**src/rtl/ccv_pkg.sv**
```systemverilog
// package with register map, field layout and code-to-value mapping constants
package ccv_pkg;

  // register offsets on the serial subaddress
  localparam logic [7:0] ADDR_CHARGE_CURRENT_CONFIG = 8'h01;
  localparam logic [7:0] ADDR_INPUT_LIMIT_VOLTAGE_CONFIG = 8'h02;
  localparam logic [7:0] ADDR_SAFETY_LIMIT = 8'h04;

  // reset values
  localparam logic [7:0] RST_CHARGE_CURRENT_CONFIG = 8'h01;
  localparam logic [7:0] RST_INPUT_LIMIT_VOLTAGE_CONFIG = 8'h19;
  localparam logic [7:0] RST_SAFETY_LIMIT = 8'h40;

  // default 7-bit serial device address (group 1101, device 010)
  localparam logic [6:0] DEV_ADDR_DEFAULT = 7'h6a;

  // field positions of charge_current_config
  localparam int LIMIT_SOURCE_SELECT_BIT = 7;
  localparam int FAST_CHARGE_CURRENT_LSB = 3;
  localparam int TERMINATION_CURRENT_LSB = 0;
  // field positions of input_limit_voltage_config
  localparam int INPUT_LIMIT_LSB = 6;
  localparam int REGULATION_VOLTAGE_LSB = 0;
  // field positions of the safety-limit register
  localparam int SAFETY_MAX_CURRENT_LSB = 4;
  localparam int SAFETY_MAX_VOLTAGE_LSB = 0;

  // fast-charge sense voltage: base, step, saturating code
  localparam logic [4:0] FAST_BASE_MV = 5'h0b;
  localparam logic [4:0] FAST_STEP_MV = 5'h02;
  localparam logic [3:0] FAST_MAX_CODE = 4'ha;
  // termination sense voltage: base and step
  localparam logic [3:0] TERM_BASE_MV = 4'h1;
  localparam logic [3:0] TERM_STEP_MV = 4'h1;
  // battery regulation voltage: base, step, saturating code
  localparam logic [12:0] VREG_BASE_MV = 13'hdac;
  localparam logic [12:0] VREG_STEP_MV = 13'h014;
  localparam logic [5:0] VREG_MAX_CODE = 6'h2f;
  // safety maximum regulation voltage: base, step, saturating code
  localparam logic [12:0] SAFE_V_BASE_MV = 13'h1068;
  localparam logic [12:0] SAFE_V_STEP_MV = 13'h014;
  localparam logic [3:0] SAFE_V_MAX_CODE = 4'hc;
  // boost output: code giving 5 V, saturating code giving 5.5 V
  localparam logic [5:0] BOOST_5V_CODE = 6'h19;
  localparam logic [5:0] BOOST_MAX_CODE = 6'h2f;
  // input limit code meaning no limit
  localparam logic [1:0] INPUT_LIMIT_NONE = 2'h3;

  // effective regulation targets handed to the analog side
  typedef struct packed {
    logic [1:0] input_limit_code;
    logic input_limit_off;
    logic [4:0] fast_charge_mv;
    logic [3:0] termination_mv;
    logic [12:0] regulation_mv;
    logic [5:0] boost_voltage_code;
    logic boost_at_least_5v;
  } ccv_targets_s;

endpackage : ccv_pkg

```
**src/rtl/ccv_limit_derive.sv**
```systemverilog
// derivation of effective charge targets from programmed and safety codes
`timescale 1ns/1ps
module ccv_limit_derive (
  input wire logic [7:0] charge_current_config,
  input wire logic [7:0] input_limit_voltage_config,
  input wire logic [7:0] safety_limit,
  input wire logic [1:0] dpdm_result,
  input wire logic charging,
  output ccv_pkg::ccv_targets_s targets
);

  // field extraction
  wire limit_source_select = charge_current_config[ccv_pkg::LIMIT_SOURCE_SELECT_BIT];
  wire [3:0] fast_charge_current_code =
    charge_current_config[ccv_pkg::FAST_CHARGE_CURRENT_LSB +: 4];
  wire [2:0] termination_current_code =
    charge_current_config[ccv_pkg::TERMINATION_CURRENT_LSB +: 3];
  wire [1:0] input_limit_code = input_limit_voltage_config[ccv_pkg::INPUT_LIMIT_LSB +: 2];
  wire [5:0] regulation_voltage_code =
    input_limit_voltage_config[ccv_pkg::REGULATION_VOLTAGE_LSB +: 6];
  wire [3:0] safety_max_current_code = safety_limit[ccv_pkg::SAFETY_MAX_CURRENT_LSB +: 4];
  wire [3:0] safety_max_voltage_code = safety_limit[ccv_pkg::SAFETY_MAX_VOLTAGE_LSB +: 4];

  // input limit: codes are ordered so that the higher code is the higher limit
  wire [1:0] eff_input_limit = limit_source_select ? input_limit_code :
    ((dpdm_result > input_limit_code) ? dpdm_result : input_limit_code);

  // saturate codes beyond the top of their tables
  wire [3:0] fast_sat = (fast_charge_current_code > ccv_pkg::FAST_MAX_CODE) ?
    ccv_pkg::FAST_MAX_CODE : fast_charge_current_code;
  wire [3:0] safe_i_sat = (safety_max_current_code > ccv_pkg::FAST_MAX_CODE) ?
    ccv_pkg::FAST_MAX_CODE : safety_max_current_code;
  wire [5:0] vreg_sat = (regulation_voltage_code > ccv_pkg::VREG_MAX_CODE) ?
    ccv_pkg::VREG_MAX_CODE : regulation_voltage_code;
  wire [3:0] safe_v_sat = (safety_max_voltage_code > ccv_pkg::SAFE_V_MAX_CODE) ?
    ccv_pkg::SAFE_V_MAX_CODE : safety_max_voltage_code;
  wire [5:0] boost_sat = (regulation_voltage_code > ccv_pkg::BOOST_MAX_CODE) ?
    ccv_pkg::BOOST_MAX_CODE : regulation_voltage_code;

  // both current tables share one scale, so the lower code is the lower current
  wire [3:0] eff_fast = (charging && (safe_i_sat < fast_sat)) ? safe_i_sat : fast_sat;

  // voltages compared in millivolts since the two tables start at different bases
  wire [12:0] vreg_mv = 13'(ccv_pkg::VREG_BASE_MV + 13'(vreg_sat) * ccv_pkg::VREG_STEP_MV);
  wire [12:0] safe_v_mv =
    13'(ccv_pkg::SAFE_V_BASE_MV + 13'(safe_v_sat) * ccv_pkg::SAFE_V_STEP_MV);
  wire [12:0] eff_vreg_mv = (charging && (safe_v_mv < vreg_mv)) ? safe_v_mv : vreg_mv;

  // pack the targets
  assign targets.input_limit_code = eff_input_limit;
  assign targets.input_limit_off = (eff_input_limit == ccv_pkg::INPUT_LIMIT_NONE);
  assign targets.fast_charge_mv =
    5'(ccv_pkg::FAST_BASE_MV + 5'(eff_fast) * ccv_pkg::FAST_STEP_MV);
  assign targets.termination_mv =
    4'(ccv_pkg::TERM_BASE_MV + 4'(termination_current_code) * ccv_pkg::TERM_STEP_MV);
  assign targets.regulation_mv = eff_vreg_mv;
  assign targets.boost_voltage_code = boost_sat;
  assign targets.boost_at_least_5v = (boost_sat >= ccv_pkg::BOOST_5V_CODE);

endmodule : ccv_limit_derive

```
**src/rtl/ccv_top.sv**
```systemverilog
// charger current/voltage configuration bank behind a serial two-wire slave
//
// Overview of operation
// - select bit 0: input limit is the higher of programmed code and detection.
// - select bit 1: only the programmed input limit code applies.
// - fast-charge code gives 11 mV plus 2 mV per step, saturating 31 mV.
// - input limit codes 100, 500, 975 mA; code 11 removes the limit.
// - voltage code gives 3.50 V plus 20 mV per step, saturating 4.44 V.
// - in boost the voltage code sets output; 011001 is 5 V, saturating 5.5 V.
// - while charging, current follows the lower of programmed and safety codes.
// - while charging, voltage follows the lower of programmed and safety values.
// - safety register writable only until a write to any offset other than its own after reset.
`timescale 1ns/1ps
module ccv_top #(
  parameter logic [6:0] DEV_ADDR = ccv_pkg::DEV_ADDR_DEFAULT
) (
  input wire logic clk_sys,
  input wire logic rst,
  input wire logic scl_in,
  input wire logic sda_in,
  output logic sda_out,
  output logic sda_oe,
  input wire logic [1:0] dpdm_result,
  input wire logic charging,
  output logic safety_locked,
  output ccv_pkg::ccv_targets_s targets
);

  // elaboration check: an all-zero address is the general call and cannot be served
  if (DEV_ADDR == 7'h00) begin : g_addr_check
    $error("device address must not be the general call address");
  end

  typedef enum logic [3:0] {
    ST_IDLE = 4'h0,
    ST_ADDR = 4'h1,
    ST_ADDR_ACK = 4'h3,
    ST_SUB = 4'h2,
    ST_SUB_ACK = 4'h6,
    ST_WDATA = 4'h7,
    ST_WDATA_ACK = 4'h5,
    ST_RDATA = 4'h4,
    ST_RDATA_ACK = 4'hc
  } ccv_state_e;

  ccv_state_e state;
  logic scl_m, scl_s, scl_d;
  logic sda_m, sda_s, sda_d;
  logic [7:0] shift;
  logic [2:0] bit_cnt;
  logic rw_read;
  logic master_nack;
  logic ack_drive;
  logic [7:0] ptr;
  logic wr_en;
  logic [7:0] wr_data;
  logic [7:0] charge_current_config;
  logic [7:0] input_limit_voltage_config;
  logic [7:0] safety_limit;
  logic safety_lock;
  logic [7:0] rd_byte;

  // two-stage synchronisers, then one delay stage for edge detection
  always_ff @(posedge clk_sys or posedge rst) begin
    if (rst) begin
      scl_m <= 1'b1;
      scl_s <= 1'b1;
      scl_d <= 1'b1;
      sda_m <= 1'b1;
      sda_s <= 1'b1;
      sda_d <= 1'b1;
    end else begin
      scl_m <= scl_in;
      scl_s <= scl_m;
      scl_d <= scl_s;
      sda_m <= sda_in;
      sda_s <= sda_m;
      sda_d <= sda_s;
    end
  end

  // bus events, all taken from the synchronised copies only
  wire scl_rise = scl_s & ~scl_d;
  wire scl_fall = ~scl_s & scl_d;
  wire bus_start = scl_s & scl_d & sda_d & ~sda_s;
  wire bus_stop = scl_s & scl_d & ~sda_d & sda_s;
  wire last_bit = (bit_cnt == 3'h7);
  wire [7:0] rx_byte = {shift[6:0], sda_s};
  wire addr_match = (shift[6:0] == DEV_ADDR);
  wire [7:0] ptr_next = 8'(ptr + 8'h01);

  // read data selection; unmapped offsets read as zero
  assign rd_byte =
    (ptr == ccv_pkg::ADDR_CHARGE_CURRENT_CONFIG) ? charge_current_config :
    (ptr == ccv_pkg::ADDR_INPUT_LIMIT_VOLTAGE_CONFIG) ? input_limit_voltage_config :
    (ptr == ccv_pkg::ADDR_SAFETY_LIMIT) ? safety_limit : 8'h00;

  // serial protocol engine; the ack is driven from the falling edge after bit 8
  // so that the line never changes while the clock is high
  always_ff @(posedge clk_sys or posedge rst) begin
    if (rst) begin
      state <= ST_IDLE;
      shift <= 8'h00;
      bit_cnt <= 3'h0;
      rw_read <= 1'b0;
      master_nack <= 1'b0;
      ack_drive <= 1'b0;
      ptr <= 8'h00;
      wr_en <= 1'b0;
      wr_data <= 8'h00;
    end else begin
      wr_en <= 1'b0;
      if (bus_start) begin
        state <= ST_ADDR;
        bit_cnt <= 3'h0;
        ack_drive <= 1'b0;
      end else if (bus_stop) begin
        state <= ST_IDLE;
        ack_drive <= 1'b0;
      end else begin
        case (state)
          ST_ADDR: begin
            if (scl_rise) begin
              shift <= rx_byte;
              bit_cnt <= 3'(bit_cnt + 3'h1);
              if (last_bit) begin
                rw_read <= sda_s;
                state <= addr_match ? ST_ADDR_ACK : ST_IDLE;
              end
            end
          end
          ST_ADDR_ACK: begin
            if (scl_fall) begin
              if (!ack_drive) begin
                ack_drive <= 1'b1;
              end else if (rw_read) begin
                shift <= rd_byte;
                ack_drive <= ~rd_byte[7];
                bit_cnt <= 3'h0;
                state <= ST_RDATA;
              end else begin
                ack_drive <= 1'b0;
                bit_cnt <= 3'h0;
                state <= ST_SUB;
              end
            end
          end
          ST_SUB: begin
            if (scl_rise) begin
              shift <= rx_byte;
              bit_cnt <= 3'(bit_cnt + 3'h1);
              if (last_bit) begin
                ptr <= rx_byte;
                state <= ST_SUB_ACK;
              end
            end
          end
          ST_SUB_ACK, ST_WDATA_ACK: begin
            if (scl_fall) begin
              if (!ack_drive) begin
                ack_drive <= 1'b1;
              end else begin
                ack_drive <= 1'b0;
                bit_cnt <= 3'h0;
                if (state == ST_WDATA_ACK) begin
                  ptr <= ptr_next; // auto-increment after each data byte
                end
                state <= ST_WDATA;
              end
            end
          end
          ST_WDATA: begin
            if (scl_rise) begin
              shift <= rx_byte;
              bit_cnt <= 3'(bit_cnt + 3'h1);
              if (last_bit) begin
                wr_en <= 1'b1;
                wr_data <= rx_byte;
                state <= ST_WDATA_ACK;
              end
            end
          end
          ST_RDATA: begin
            if (scl_fall) begin
              if (last_bit) begin
                ack_drive <= 1'b0; // release for the master's ack
                state <= ST_RDATA_ACK;
              end else begin
                ack_drive <= ~shift[6];
                shift <= {shift[6:0], 1'b0};
                bit_cnt <= 3'(bit_cnt + 3'h1);
              end
            end
          end
          ST_RDATA_ACK: begin
            if (scl_rise) begin
              master_nack <= sda_s;
              if (!sda_s) begin
                ptr <= ptr_next;
              end
            end else if (scl_fall) begin
              if (master_nack) begin
                state <= ST_IDLE;
              end else begin
                shift <= rd_byte;
                ack_drive <= ~rd_byte[7];
                bit_cnt <= 3'h0;
                state <= ST_RDATA;
              end
            end
          end
          default: begin
            state <= ST_IDLE;
          end
        endcase
      end
    end
  end

  // write decode
  wire wr_charge = wr_en && (ptr == ccv_pkg::ADDR_CHARGE_CURRENT_CONFIG);
  wire wr_limit = wr_en && (ptr == ccv_pkg::ADDR_INPUT_LIMIT_VOLTAGE_CONFIG);
  wire wr_safety = wr_en && (ptr == ccv_pkg::ADDR_SAFETY_LIMIT) && !safety_lock;
  wire wr_other = wr_en && (ptr != ccv_pkg::ADDR_SAFETY_LIMIT);

  // configuration registers; reads have no side effects
  always_ff @(posedge clk_sys or posedge rst) begin
    if (rst) begin
      charge_current_config <= ccv_pkg::RST_CHARGE_CURRENT_CONFIG;
      input_limit_voltage_config <= ccv_pkg::RST_INPUT_LIMIT_VOLTAGE_CONFIG;
      safety_limit <= ccv_pkg::RST_SAFETY_LIMIT;
      safety_lock <= 1'b0;
    end else begin
      if (wr_charge) begin
        charge_current_config <= wr_data;
      end
      if (wr_limit) begin
        input_limit_voltage_config <= wr_data;
      end
      if (wr_safety) begin
        safety_limit <= wr_data;
      end
      if (wr_other) begin
        safety_lock <= 1'b1;
      end
    end
  end

  // open-drain data line: only ever pulled low
  assign sda_out = 1'b0;
  assign sda_oe = ack_drive;
  assign safety_locked = safety_lock;

  // effective targets for the regulation loops
  ccv_limit_derive u_derive (
    .charge_current_config(charge_current_config),
    .input_limit_voltage_config(input_limit_voltage_config),
    .safety_limit(safety_limit),
    .dpdm_result(dpdm_result),
    .charging(charging),
    .targets(targets)
  );

endmodule : ccv_top

```
**config.mk**
```make
export PLATFORM = sky130hd
export DESIGN_NAME = ccv_top
export DESIGN_NICKNAME = d
export VERILOG_FILES = /design/src/rtl/ccv_pkg.sv /design/src/rtl/ccv_limit_derive.sv /design/src/rtl/ccv_top.sv
export SDC_FILE = /design/constraint.sdc
export NUM_CORES = 1
export LEC_CHECK = 0
export ABC_AREA = 1
export BUFFER_PORTS_ARGS = -buffer_cell sky130_fd_sc_hd__buf_2
export CORE_MARGIN = 10
export CORE_UTILIZATION = 40
export DETAILED_ROUTE_END_ITERATION = 10
export SKIP_CTS_REPAIR_TIMING = 1
export SYNTH_ARGS = -nofsm -noshare
export SYNTH_HDL_FRONTEND = slang
export SYNTH_SLANG_ARGS = --single-unit
```
**constraint.sdc**
```tcl
create_clock -name clk_sys -period 5.17 [get_ports clk_sys]
set_input_delay 1.034 -clock clk_sys [delete_from_list [all_inputs] [get_ports clk_sys]]
set_output_delay 1.034 -clock clk_sys [all_outputs]
set_load 0.1 [all_outputs]
```
==> results.json <==
{
  "clkTransAtPathRegs_ns": 0.05,
  "cts_root_buffer": "clkbuf_16",
  "reg2regPathDepth": 11,
  "crit_arrival_ns": 3.99,
  "die_h_microns": 129.9,
  "worstSetupEndpointType": "primary output",
  "ctsHtreeMaxLevel": 3,
  "power_frac_seq_pct": 42.9,
  "drtIter0Drc": 210,
  "vias": 4448,
  "synthTopCellsByArea": "dfrtp_1, nand2_1, ha_1",
  "fin_skew_ns": 0.007366,
  "wl_per_cell_microns": 14.21,
  "post-route-min-period_ns": 5.024,
  "p_clk_share_pct": 50.2,
  "power.density_nw_per_um2": 212.1,
  "antenna_found_initial": 0,
  "cpPeakStageDelay_ns": 0.40,
  "cp.required_ns": 4.14,
  "cap_violations": 0,
  "area_growth_pct": 18.96,
  "crit_type": "flip-flop to primary output",
  "firstDrtPassIters": 5,
  "p_int_uw": 906.9,
  "max_slew_margin_pct": 39.66,
  "crit_path_frequent_cell": "nand2_1",
  "p_total_mw": 1.219,
  "layout_commonest_cell": "nand2_1",
  "whs_path_depth": 0,
  "slowest_stage": "dfrtp_1",
  "clockBufferDepth": 2,
  "gp_congestion": 0.8831,
  "worstPathMaxFanout": 5,
  "r2r_end": "shift[5]",
  "synth_top_area_cell": "dfrtp_1",
  "peakVddDrop_v": 0.0001637,
  "ff2ff_setup_slack_ns": 2.76,
  "rr_startpoint": "state[2]",
  "hold_viol_final": 0,
  "avgViaCountPerCell": 5.055,
  "synthCells": 685,
  "drtAntennaViolNets": 0,
  "drc": 0,
  "rows": 40,
  "grt_first_pass_wirelength_microns": 20600,
  "yosysUniqueCellTypes": 48,
  "p_leak_nw": 2.957,
  "hold_path.startpoint": "sda_m",
  "critPathBufInv": 5,
  "crit_path_start_kind": "flip-flop",
  "whs_endpoint": "sda_s",
  "ys_seq_area_share_pct": 33.95,
  "diodes": 0,
  "finalSetupViolCount": 0,
  "worst_hold_path_type": "flip-flop to flip-flop",
  "synth_area_sq_um": 4831,
  "cts_tree": "built",
  "synth-seq-cells": 65,
  "cts_buffers": 9,
  "cts.sinks": 65,
  "p_comb_share_pct": 6.9,
  "drv_slew": 0,
  "fmax_ghz": 0.1991,
  "drt-total-wl_microns": 12510,
  "path_cells": "nand2_4 -> inv_2 -> nor2_4 -> clkinvlp_4 -> ha_4 -> ha_2 -> fa_2 -> xnor2_2 -> nand2_1 -> nand3_2 -> and2_4 -> inv_1 -> ha_1 -> inv_1 -> nor3_2 -> nor3_1 -> nand2_1 -> nand2_1 -> nand2_2 -> nand3_4 -> nand2_4 -> nand2_1 -> nand2_1 -> buf_12",
  "fin_cells": 880,
  "design_area_sq_um": 5747,
  "avgSynthCellArea_sq_um": 7.052,
  "place_area_sq_um": 5319,
  "status": "finished clean",
  "start_util_pct": 40.56,
  "grt_pass1_vias": 4278,
  "period_share_pct": 97.17,
  "swShare_pct": 25.59,
  "crit_family": "simple AND/OR/NAND/NOR gates",
  "grt_overflow": 0,
  "dp_hpwl_microns": 9794,
  "power_switching_uw": 311.9,
  "drive_gt1_share_pct": 19.37,
  "nNetsFinal": 769,
  "io_buffers": 37,
  "yosysWarnings": 0,
  "core-area_sq_um": 11910,
  "die_x_microns": 129.9,
  "layout_common_cells": "nand2_1, inv_1, o21ai_0",
  "tightest_slew_ns": 0.9018,
  "dieArea_sq_um": 16870,
  "track_usage_pct": 15.14,
  "yosysTopAreaCellShare_pct": 27.97,
  "clk_latency_ns": 0.33,
  "io_pins": 42,
  "grt_max_degree": 66,
  "dpl.cell_count": 856
}
kinds of logic after synthesis:
| group | count (synthesis) | synth area share, % |
|---|---|---|
| multiplexers | 1 | 0.2072 |
| other | 2 | 0.1555 |
| buffers and inverters | 134 | 11.24 |
| flip-flops | 65 | 33.96 |
| adder cells (fa/ha/maj) | 34 | 8.962 |
| XOR/XNOR | 15 | 2.719 |
| AO/OA/AOI/OAI | 115 | 13.26 |
| AND/OR/NAND/NOR | 319 | 29.50 |
layout make-up:
type	instances	area, sq um
tap	147	183.9
sequential	65	1642
fill	1201	6165
timing repair buffer	46	402.9
clock buffer	9	225.2
multi-input combinational	490	2776
clock inverter	7	77.57
inverter	116	439.2
power groups by stage:
| stage | combinational [mW] | sequential, mW | clock [mW] |
|---|---|---|---|
| after floorplan | 0.0542 | 0.547 | 0 |
| after global placement | 0.0843 | 0.531 | 0 |
| after detailed placement | 0.0853 | 0.531 | 0 |
| after CTS | 0.0852 | 0.523 | 0.627 |
| after global routing | 0.0919 | 0.524 | 0.645 |
| final | 0.0840 | 0.523 | 0.612 |
per-layer routing:
| layer | share of wire (%) | vias to the layer above | global-route usage (%) |
|---|---|---|---|
| met2 | 50 | 84 | 26.34 |
| met3 | 3.2 | 21 | 2.637 |
| met5 | 0 | - | 0 |
| met1 | 45 | 2074 | 18.29 |
| li1 | - | 2269 | - |
| met4 | 2.2 | 0 | 5.622 |
sequential cells by signal, indices dropped and copies added, names as in the netlist, 3 cells and up:
signal                      count
safety_limit                    8
bit_cnt                         3
input_limit_voltage_config      8
wr_data                         8
state                           4
shift                           7
charge_current_config           8
ptr                             8
worst max-delay path by stage:
stage | from | to | slack, ns | cells past startpoint
6_report | input_limit_voltage_config[5] | targets[9] | 0.15 | 24
5_1_grt | input_limit_voltage_config[5] | targets[18] | -0.07 | 24
4_1_cts | input_limit_voltage_config[3] | targets[17] | 0.07 | 23
3_5_place_dp | input_limit_voltage_config[3] | targets[17] | 0.43 | 23
3_3_place_gp | safety_limit[3] | targets[9] | 0.56 | 22
2_1_floorplan | input_limit_voltage_config[4] | targets[17] | -0.27 | 24
synth_stat cells, drive strengths merged:
library cell	number
a21oi	21
a31o	1
a31oi	1
a32oi	1
and2	4
buf	10
clkbuf	8
clkinv	1
conb	2
dfrtp	54
dfstp	11
fa	1
ha	33
inv	115
mux2i	1
nand2	200
nand3	40
nand3b	2
nand4	6
nor2	47
nor3	17
nor4	2
o2111ai	2
o211ai	7
o21ai	79
o21bai	1
o22ai	1
o31ai	1
or2	1
xnor2	5
xor2	10
per-stage QoR:
stage	hold WS, ns	setup WS, ns	setup TNS [ns]	util, %
floorplan	0.3452	-0.2714	-1.309	-
global placement	0.3488	0.5569	0	44.65
detailed placement	0.3473	0.4337	0	44.65
CTS	0.3550	0.06584	0	47.20
global route	0.3593	-0.07130	-0.5046	48.25
finish	0.3538	0.1462	0	48.25
Note: power is estimated with default switching activity, not from simulation.
